## src/verilog/exec_pkg.sv

```systemverilog
// Package with opcodes, widths and reset values for the call and file-op executor.
`default_nettype none
package exec_pkg;
  localparam int IP_W         = 13;
  localparam int LIT_W        = 11;
  localparam int ADDR_W       = 7;
  localparam int DATA_W       = 8;
  localparam int LATCH_LO     = 3;
  localparam int LATCH_HI     = 4;
  localparam int STACK_DEPTH  = 8;
  localparam int SP_W         = 3;
  localparam logic [12:0] IP_RESET  = 13'h0000;
  localparam logic [7:0]  ACC_RESET = 8'h00;
  localparam logic [7:0]  ZERO_BYTE = 8'h00;
  localparam logic [7:0]  ONE_BYTE  = 8'h01;
  localparam logic [12:0] IP_STEP   = 13'h0001;
  localparam logic [2:0]  SP_RESET  = 3'h0;
  localparam logic [2:0]  SP_STEP   = 3'h1;
  typedef enum logic [2:0] {
    OP_NONE, OP_CALL, OP_INVERT, OP_ZERO_REG, OP_MINUS_ONE, OP_ZERO_ACC, OP_COUNT_DOWN
  } op_t;
endpackage
`default_nettype wire

```

## src/verilog/call_file_exec.sv

```systemverilog
// Executor for subroutine jump and the clear, invert and decrement file operations.
// Summary of operation
// - Call pushes instruction pointer plus one.
// - Call loads 11-bit literal into low pointer.
// - Pointer bits 12:11 from latch bits 4:3.
// - Call takes two cycles, flags unchanged.
// - Invert operand, destination bit picks target.
// - Clear register writes zero, sets zero flag.
// - Decrement operand, destination bit, flag updated.
// - Clear accumulator to zero, set flag.
// - Count down stores result, flags untouched.
// - Zero count-down result skips next instruction, two cycles.
`timescale 1ns/100ps
`default_nettype none
module call_file_exec (
  input  wire logic            ref_clk,
  input  wire logic            sys_rst,
  input  wire logic            instr_valid,
  input  wire exec_pkg::op_t   instr_op,
  input  wire logic [10:0]     literal_target,
  input  wire logic [6:0]      reg_addr,
  input  wire logic            result_target_bit,
  input  wire logic [7:0]      register_operand,
  input  wire logic [7:0]      program_counter_latch_high,
  output logic                 instr_ready,
  output logic      [12:0]     instruction_pointer,
  output logic      [7:0]      accumulator_reg,
  output logic                 null_result_flag,
  output logic                 reg_write,
  output logic      [6:0]      reg_write_addr,
  output logic      [7:0]      reg_write_data,
  output logic      [12:0]     stack_head,
  output logic      [2:0]      stack_ptr,
  output logic                 idle_slot
);
  // Executor state. The pointer holds the address of the instruction being taken,
  // so a call pushes that value plus one. There is no pop path in this block; the
  // return instruction lives next door and reads the stack head directly.
  logic [12:0] ip_q;
  logic [7:0]  acc_q;
  logic        zf_q;
  logic        wr_q;
  logic [6:0]  wa_q;
  logic [7:0]  wd_q;
  logic        busy_q;
  logic        idle_q;

  // Decode of the operation that is taken this cycle.
  wire take        = instr_valid && !busy_q;
  wire is_call     = take && instr_op == exec_pkg::OP_CALL;
  wire is_invert   = take && instr_op == exec_pkg::OP_INVERT;
  wire is_zero_reg = take && instr_op == exec_pkg::OP_ZERO_REG;
  wire is_minus    = take && instr_op == exec_pkg::OP_MINUS_ONE;
  wire is_zero_acc = take && instr_op == exec_pkg::OP_ZERO_ACC;
  wire is_count    = take && instr_op == exec_pkg::OP_COUNT_DOWN;

  // Result of the arithmetic path.
  // A zero operand wraps to ffh, so a decrement of 00h never reports zero.
  wire [7:0] dec_val  = register_operand - exec_pkg::ONE_BYTE;
  wire [7:0] inv_val  = ~register_operand;
  wire [7:0] result   = is_invert ? inv_val :
                        (is_zero_reg || is_zero_acc) ? exec_pkg::ZERO_BYTE : dec_val;
  wire       res_zero = result == exec_pkg::ZERO_BYTE;
  wire       alu_op   = is_invert || is_minus || is_count;
  wire       to_acc   = (alu_op && !result_target_bit) || is_zero_acc;
  wire       to_reg   = (alu_op && result_target_bit) || is_zero_reg;
  // Only these operations touch the zero flag.
  wire       flag_upd = is_invert || is_zero_reg || is_minus || is_zero_acc;
  // A zero count-down result costs one extra idle cycle.
  wire       skip     = is_count && res_zero;

  wire [12:0] call_target = {program_counter_latch_high[exec_pkg::LATCH_HI:exec_pkg::LATCH_LO],
                             literal_target};
  // Return address is the following instruction.
  wire [12:0] ret_addr    = ip_q + exec_pkg::IP_STEP;

  return_stack u_stack (
    .ref_clk   (ref_clk),
    .sys_rst   (sys_rst),
    .push      (is_call),
    .push_addr (ret_addr),
    .head      (stack_head),
    .depth_ptr (stack_ptr)
  );

  // Instruction pointer: call loads the target, any other taken op steps.
  always_ff @(posedge ref_clk or posedge sys_rst) begin
    if (sys_rst) begin
      ip_q <= exec_pkg::IP_RESET;
    end else if (is_call) begin
      ip_q <= call_target;
    end else if (take || idle_q) begin
      ip_q <= ret_addr;
    end
  end

  // Call and skip hold a second cycle; flags unaffected there.
  always_ff @(posedge ref_clk or posedge sys_rst) begin
    if (sys_rst) begin
      busy_q <= 1'b0;
      idle_q <= 1'b0;
    end else begin
      busy_q <= is_call || skip;
      idle_q <= skip;
    end
  end

  always_ff @(posedge ref_clk or posedge sys_rst) begin
    if (sys_rst) begin
      acc_q <= exec_pkg::ACC_RESET;
      zf_q  <= 1'b0;
    end else begin
      if (to_acc) begin
        acc_q <= result;
      end
      // Clear ops give zero result, so the flag sets.
      if (flag_upd) begin
        zf_q <= res_zero;
      end
    end
  end

  // Register write-back port, one cycle per operation.
  always_ff @(posedge ref_clk or posedge sys_rst) begin
    if (sys_rst) begin
      wr_q <= 1'b0;
      wa_q <= 7'h00;
      wd_q <= exec_pkg::ZERO_BYTE;
    end else begin
      wr_q <= to_reg;
      wa_q <= reg_addr;
      wd_q <= result;
    end
  end

  // Outputs; ready drops only after call or skip.
  assign instr_ready         = !busy_q;
  assign instruction_pointer = ip_q;
  assign accumulator_reg     = acc_q;
  assign null_result_flag    = zf_q;
  assign reg_write           = wr_q;
  assign reg_write_addr      = wa_q;
  assign reg_write_data      = wd_q;
  assign idle_slot           = idle_q;
endmodule
`default_nettype wire

```

## src/verilog/return_stack.sv

```systemverilog
// Hardware return stack for the executor, flip-flop storage with wrapping pointer.
`timescale 1ns/100ps
`default_nettype none
module return_stack (
  input  wire logic        ref_clk,
  input  wire logic        sys_rst,
  input  wire logic        push,
  input  wire logic [12:0] push_addr,
  output logic      [12:0] head,
  output logic      [2:0]  depth_ptr
);
  logic [12:0] slot_q [exec_pkg::STACK_DEPTH];
  logic [2:0]  ptr_q;

  // The pointer wraps silently, so an overflow overwrites the oldest entry.
  always_ff @(posedge ref_clk or posedge sys_rst) begin
    if (sys_rst) begin
      ptr_q <= exec_pkg::SP_RESET;
    end else if (push) begin
      ptr_q <= ptr_q + exec_pkg::SP_STEP;
    end
  end

  // One storage slot per entry, written only when the pointer selects it.
  genvar i;
  generate
    for (i = 0; i < exec_pkg::STACK_DEPTH; i++) begin : g_slot
      always_ff @(posedge ref_clk or posedge sys_rst) begin
        if (sys_rst) begin
          slot_q[i] <= exec_pkg::IP_RESET;
        end else if (push && ptr_q == 3'(i)) begin
          slot_q[i] <= push_addr;
        end
      end
    end
  endgenerate

  // The head is the most recently pushed entry.
  assign head      = slot_q[ptr_q - exec_pkg::SP_STEP];
  assign depth_ptr = ptr_q;
endmodule
`default_nettype wire
```

## config.mk

```make
export PLATFORM = sky130hd
export DESIGN_NAME = call_file_exec
export DESIGN_NICKNAME = d
export VERILOG_FILES = /design/src/verilog/exec_pkg.sv /design/src/verilog/call_file_exec.sv /design/src/verilog/return_stack.sv
export SDC_FILE = /design/constraint.sdc
export NUM_CORES = 1
export LEC_CHECK = 0
export ABC_AREA = 1
export BUFFER_PORTS_ARGS = -buffer_cell sky130_fd_sc_hd__buf_2
export CORE_ASPECT_RATIO = 1.1
export CORE_MARGIN = 2
export CORE_UTILIZATION = 30
export CTS_CLUSTER_DIAMETER = 50
export CTS_CLUSTER_SIZE = 40
export DETAILED_ROUTE_END_ITERATION = 10
export PLACE_DENSITY = 0.46
export SLEW_MARGIN = 20
export SYNTH_ARGS = -nofsm -noshare
export SYNTH_HDL_FRONTEND = slang
export SYNTH_HIERARCHICAL = 1
export SYNTH_SLANG_ARGS = --single-unit
```

## constraint.sdc

```tcl
create_clock -name ref_clk -period 6.64 [get_ports ref_clk]
set_input_delay 1.328 -clock ref_clk [delete_from_list [all_inputs] [get_ports ref_clk]]
set_output_delay 1.328 -clock ref_clk [all_outputs]
set_load 0.005 [all_outputs]
```

==> metrics.md, run 1 <==
| Metric | Value |
|---|---|
| Status | `completed` |
| Max-Cap Viols | `0` |
| PortBufs | `90` |
| Area leader, netlist | `dfrtp_1` |
| Hold Crit Class | `reg -> reg` |
| Post-DRT Antenna Nets | `0` |
| Num rows | `61` |
| R2R Setup Slk | `4300 ps` |
| Final slew viol count | `0` |
| R2r endpoint | `u_stack/slot_q[33]` |
| Chip width | `156 µm` |
| Worst setup path start | `u_stack/depth_ptr[0]` |
| Final hold violations | `0` |
| DRT iter0 DRCs | `461` |
| Leakage | `0.00448 µW` |
| Crit path to | `stack_head[6]` |
| Reg2reg start | `busy_q` |
| Clock skew | `9.95 ps` |
| Seq pwr share | `33.1%` |
| Final setup violation count | `0` |
| Switching Share | `41.8%` |
| Vias in the first global route | `6018` |
| Worst skew pair latency | `420 ps` |
| Worst slack at placement | `3160 ps` |
| Worst Path Arrival | `2560 ps` |
| Ys Warns | `6` |
| Worst path bufs/invs | `3` |
| Residual DRC | `0` |
| CP Depth | `7` |
| Die Y | `171 µm` |
| H-tree levels | `4` |
| Largest net degree at the start of global routing | `67` |
| DP HPWL | `12700 µm` |
| Critical path type | `reg -> out` |
| Worst R2R Path Depth | `6` |
| Sequential element share of the synthesized area | `48.5%` |
| Drt wl/cell | `15.1 µm` |
| Clock-pin slew on the worst setup and hold paths | `60 ps` |
| Setup TNS | `0 ps` |
| Worst-Margin Slew | `889 ps` |
| Syn avg cell area | `7.85 µm²` |
| VDD IR max | `208 µV` |
| Root buffer cell | `clkbuf_16` |
| #FFs+latches synth | `147` |
| Area grow syn2layout | `15.5%` |
| Number of antenna violations at the first check in global routing | `0` |
| CP cell instances | `inv_2, ha_1, xnor2_4, inv_2, nand2_1, nand2_1, buf_2` |
| Required @ worst endpoint | `5310 ps` |
| Final nets | `1087` |
| First-pass GRT wire length | `33700 µm` |
| Setup ws final | `2750 ps` |
| Netlist cell types | `32` |
| Drt total wl | `20600 µm` |
| Clock power frac | `25.0%` |
| Final period util | `58.5%` |
| Worst-path maximum fanout | `16` |
| Post-Syn Nets | `1015` |
| Die Footprint | `26500 µm²` |
| Post-synth EDFFs | `0` |
| Vias | `6162` |
| CP startpoint kind | `flip-flop` |
| Reg with most FFs | `u_stack/slot_q` |
| Asr flop ratio synth | `100%` |
| Initial Utilization | `30.3%` |
| RSZ-0062 raised after global routing | `no` |
| Max FFs per register | `104` |
| Drt first pass iters | `5` |
| Mapped cell area | `7580 µm²` |
| CTS Buffer Depth | `2` |
| Pint | `2310 µW` |
| Top FF cell, synth | `dfrtp_1` |
| Worst Setup End Kind | `primary output` |
| TritonCTS clock tree | `yes` |
| Area of the core | `25000 µm²` |
| Slew HR | `40.8%` |
| Final min period | `3890 ps` |
| Top cells by area, synth | `dfrtp_1 49%, nand2_1 16%, inv_1 7.6%, o21ai_0 4.7%, nand3_1 4.6%` |
| Number of setup buffers added after CTS | `0` |
| N_diodes | `0` |
| Most common cell in the netlist | `nand2_1` |
| Crit-path max cell delay | `520 ps` |
| Net Sw Power | `1660 µW` |
| Synth top cells by count | `319 x nand2_1, 154 x inv_1, 147 x dfrtp_1` |
| Ports | `97` |
| Comb power frac | `41.9%` |
| CP top delay family | `buffers and inverters` |
| Cells after synthesis | `965` |
| Cts repair resizes | `0` |
| Clock sink count | `147` |
| Tot GR Track Use | `16.5%` |
| Via/cell ratio | `4.52` |
| Total CTS buffers | `17` |
| F_max | `0.257 GHz` |
| CTS Hold Bufs | `0` |
| Grt total ovfl | `0` |
| RePlAce Congestion | `0.750` |
| Fillers | `2720` |
| Layout cell share with drive strength beyond 1 | `16.4%` |
| Share of the synthesized area in the top cell type | `48.5%` |
| Slowest CP cell | `xnor2_4` |
| PwrDens | `454 nW/µm²` |
[cell families (layout without fill, tap and decap cells)]
kind of cell | after synthesis | in the layout | synth area share (%)
AND/OR/NAND/NOR | 447 | 447 | 25.4
buffers and inverters | 207 | 291 | 12.6
flip-flops | 147 | 147 | 48.5
AO/OA/AOI/OAI | 144 | 144 | 10.5
XOR/XNOR | 11 | 11 | 1.52
adder cells (fa/ha/maj) | 9 | 9 | 1.49
[placed cells by master, fill, tap and decap left out, types with 2 or more instances in the layout]
master / count
buf_2: 90
a21oi_1: 11
o22ai_1: 7
inv_6: 2
nor2_1: 35
nor2_4: 2
clkinv_2: 2
inv_1: 152
inv_2: 9
xor2_1: 9
nand3_1: 70
ha_1: 9
a31oi_1: 2
buf_4: 6
bufinv_16: 3
clkbuf_16: 17
nand4_1: 4
clkinv_4: 2
clkbuf_8: 2
o21ai_0: 71
clkinvlp_4: 4
nand3_2: 4
nand2_1: 319
o21ai_1: 39
nor2_2: 3
nand3_4: 6
nand2_4: 2
o21ai_2: 13
dfrtp_1: 146
[metrics by stage]
stage | total power, µW | utilization, % | instance area, µm² | cells | hold WS, ps
4_1_cts | 4040 | 35.0 | 8750 | 1364 | 484
2_1_floorplan | 2460 | - | 7580 | 965 | 453
3_3_place_gp | 3010 | 32.5 | 8140 | 1333 | 466
5_1_grt | 4350 | 35.0 | 8750 | 1364 | 503
6_report | 3980 | 35.0 | 8750 | 1364 | 482
3_5_place_dp | 3020 | 32.5 | 8140 | 1333 | 468
[per-layer routing]
metal	wire [µm]	vias to the layer above	share of wire, %	track usage, %
met3	867	7	4.2	3.22
met5	0	-	0	0
met1	10300	2921	50	23.3
li1	-	3119	-	-
met2	9290	115	45	26.4
met4	153	0	0.74	3.83
[how the worst min path moves through the flow]
stage | startpoint | to | cells past startpoint
2_1_floorplan | u_stack/slot_q[0] | u_stack/slot_q[0] | 2
3_3_place_gp | u_stack/slot_q[46] | u_stack/slot_q[46] | 2
3_5_place_dp | u_stack/slot_q[46] | u_stack/slot_q[46] | 2
4_1_cts | u_stack/slot_q[13] | u_stack/slot_q[13] | 2
5_1_grt | u_stack/slot_q[93] | u_stack/slot_q[93] | 2
6_report | u_stack/slot_q[15] | u_stack/slot_q[15] | 2
[final cells by class]
type	count	area [µm²]	area share [%]
Multi-Input combinational cell	611	2950	33.7
Timing Repair Buffer	96	495	5.66
Tap cell	315	394	4.50
Sequential cell	147	3680	42.1
Inverter	164	623	7.12
Clock inverter	12	156	1.79
Clock buffer	19	453	5.18
[power groups by stage]
stage / combinational [µW] / clock [µW] / sequential (µW)
finish: 1660 / 993 / 1320
floorplan: 1160 / 0 / 1300
detailed placement: 1690 / 0 / 1330
CTS: 1700 / 1020 / 1320
global route: 1930 / 1060 / 1360
global placement: 1680 / 0 / 1330
[worst min-delay path, cell delays in order, from the launching register on]
cell,delay [ps]
dfrtp_1,340
nand2_1,60
o21ai_2,50
(Power assumes the default switching activity.)
==> run 2, diff against run 1 <==
Settings changed: PLACE_DENSITY 0.46 to 0.48.
Clock period 6.64 ns to 3.4 ns, I/O delays scaled along.
==> run 2 against run 1 <==
Against the previous run:
- non-clock buffer count up 3
- sequential power up 95%
- count of clock-buffer cells in the layout unchanged
- register-to-register slack worse by 3000 ps
- via count down 0.29%
- die area unchanged
- global-route usage down 0.59 points
- worst hold slack worse by 230 ps
- clock skew up 4.7 ps
- largest power group unchanged
- utilization up 0.30 points
==> metrics.md, run 2 (same netlist as run 1, synthesis figures left out) <==
| Metric | Value |
|---|---|
| Status | `completed` |
| Worst-path maximum fanout | `14 (-2)` |
| Area grow syn2layout | `16.5%` |
| Most frequent cells in the layout | `319 x nand2_1, 152 x inv_1, 146 x dfrtp_1, 90 x buf_2, 71 x o21ai_0` |
| Switching Share | `41.2% (-0.57 points)` |
| DP HPWL | `12600 µm (-1.1%)` |
| Dpl cells | `1336 (+0.23%)` |
| Seq pwr share | `32.8% (-0.3 points)` |
| Tot GR Track Use | `15.9% (-0.59 points)` |
| Clock-pin slew on the worst setup and hold paths | `60 ps (about the same)` |
| Slew HR | `54.6% (+14 points)` |
| Clock skew | `14.6 ps (+4.65 ps)` |
| Max FFs per register | `104 (unchanged)` |
| Worst-Margin Slew | `682 ps (-207 ps)` |
| Final setup violation count | `0 (unchanged)` |
| Worst skew pair latency | `420 ps (about the same)` |
| Total CTS buffers | `17 (unchanged)` |
| Worst slack at placement | `749 ps (-2410 ps)` |
| Clock power frac | `26.2% (+1.2 points)` |
| First-pass GRT wire length | `32300 µm (-4.3%)` |
| CTS Buffer Depth | `2 (unchanged)` |
| RePlAce Congestion | `0.742 (-1.1%)` |
| Comb power frac | `41.0% (-0.9 points)` |
| Ports | `97 (unchanged)` |
| CTS Hold Bufs | `0 (unchanged)` |
| Worst path bufs/invs | `3 (unchanged)` |
| VDD IR max | `511 µV (+150%)` |
| Setup TNS | `0 ps (unchanged)` |
| PortBufs | `90 (unchanged)` |
| Vias | `6144 (-0.29%)` |
| H-tree levels | `4 (unchanged)` |
| Hold Crit Class | `in -> async` |
| Required @ worst endpoint | `2720 ps (-2590 ps)` |
| Crit-path max cell delay | `500 ps (-20 ps)` |
| Number of antenna violations at the first check in global routing | `0 (unchanged)` |
| Largest net degree at the start of global routing | `108 (+61%)` |
| Commonest non-fill, non-tap cell in the layout | `nand2_1` |
| DRT iter0 DRCs | `363 (-21%)` |
| Most frequent cell on the critical path | `nand2_1` |
| Final nets | `1090 (+0.28%)` |
| CP top delay family | `buffers and inverters` |
| Vias in the first global route | `5950 (-1.1%)` |
| PwrDens | `890 nW/µm² (+96%)` |
| Net Sw Power | `3240 µW (+95%)` |
| Die Footprint | `26500 µm² (unchanged)` |
| Layout cell share with drive strength beyond 1 | `16.7% (+0.32 points)` |
| Final slew viol count | `0 (unchanged)` |
| Pint | `4620 µW (+100%)` |
| Drt total wl | `20100 µm (-2.2%)` |
| Reg2reg start | `u_stack/depth_ptr[0]` |
| Via/cell ratio | `4.49 (-0.58%)` |
| R2r endpoint | `u_stack/slot_q[36]` |
| Residual DRC | `0 (unchanged)` |
| Setup ws final | `280 ps (-2470 ps)` |
| Root buffer cell | `clkbuf_16` |
| Num rows | `61 (unchanged)` |
| Worst Setup End Kind | `primary output` |
| N_diodes | `0 (unchanged)` |
| Final min period | `3120 ps` |
| Number of setup buffers added after CTS | `0 (unchanged)` |
| Max-Cap Viols | `0 (unchanged)` |
| Drt first pass iters | `5 (unchanged)` |
| Final hold violations | `0 (unchanged)` |
| Design Area, Final | `8830 µm² (+0.87%)` |
| Critical path type | `reg -> out` |
| RSZ-0062 raised after global routing | `no` |
| Die Y | `171 µm (unchanged)` |
| Initial Utilization | `30.3% (unchanged)` |
| Final period util | `91.8%` |
| Worst R2R Path Depth | `6 (unchanged)` |
| Finished Layout Cells | `1368 (+0.29%)` |
| TritonCTS clock tree | `yes` |
| R2R Setup Slk | `1290 ps (-3010 ps)` |
| Power Total | `7850 µW (+98%)` |
| Clock sink count | `147 (unchanged)` |
| CP cell instances | `inv_1, ha_1, xnor2_4, inv_2, nand2_1, nand2_1, buf_2` |
| Reg with most FFs | `u_stack/slot_q` |
| Area of the core | `25000 µm² (unchanged)` |
| Drt wl/cell | `14.7 µm (-2.5%)` |
| CP startpoint kind | `flip-flop` |
| Worst Path Arrival | `2440 ps (-120 ps)` |
| Cts repair resizes | `0 (unchanged)` |
| Leakage | `0.00452 µW (+0.85%)` |
| Post-DP Area | `8180 µm² (+0.45%)` |
| Slowest CP cell | `xnor2_4` |
| Post-DRT Antenna Nets | `0 (unchanged)` |
| Chip width | `156 µm (unchanged)` |
| F_max | `0.321 GHz` |
| Grt total ovfl | `0 (unchanged)` |
run 2: changes by cell type in the layout (fill, tap and decap cells not counted), moves of 2 or more:
cell / change
buf_4: +2
inv_6: +2
clkinv_2: -2
clkinv_4: +2
run 2: power by group through the flow:
stage | clock network (µW) | registers, µW | logic, µW
after floorplan | 0 | 2530 | 2260
after global placement | 0 | 2600 | 3250
after detailed placement | 0 | 2600 | 3270
after CTS | 2120 | 2570 | 3290
after global routing | 2200 | 2640 | 3720
final | 2060 | 2580 | 3220
run 2: worst max path at each step:
stage,startpoint,to,slack (ps),cells after the start
4_1_cts,u_stack/depth_ptr[1],stack_head[6],270,7
2_1_floorplan,u_stack/depth_ptr[0],stack_head[4],960,11
6_report,u_stack/depth_ptr[1],stack_head[6],280,7
5_1_grt,u_stack/depth_ptr[1],stack_head[6],190,7
3_3_place_gp,u_stack/depth_ptr[1],stack_head[6],770,7
3_5_place_dp,u_stack/depth_ptr[1],stack_head[6],750,7
run 2: cell type report:
type / count / area (µm²)
Clock buffer: 19 / 453
Clock inverter: 13 / 196
Fill cell: 2722 / 16200
Inverter: 164 / 624
Multi-Input combinational cell: 611 / 2950
Sequential cell: 147 / 3680
Tap cell: 315 / 394
Timing Repair Buffer: 99 / 531
run 2: worst reg2reg max path, stage by stage (launching register included):
cell and delay [ps]:
dfrtp_2 360, buf_4 560, ha_1 350, nand3_2 230
buf_4 320, nand2_1 80, o21ai_0 70
run 2: through the flow:
step	hold WS (ps)	utilization (%)
2_1_floorplan	453	-
3_3_place_gp	465	32.7
3_5_place_dp	469	32.7
4_1_cts	243	35.3
5_1_grt	278	35.3
6_report	250	35.3
run 2: metal layers:
layer	vias to the layer above	track usage (%)	wire length, µm
li1	3135	-	-
met1	2847	21.5	9470
met5	-	0	0
met3	17	3.39	1130
met2	145	25.5	9260
met4	0	5.38	289
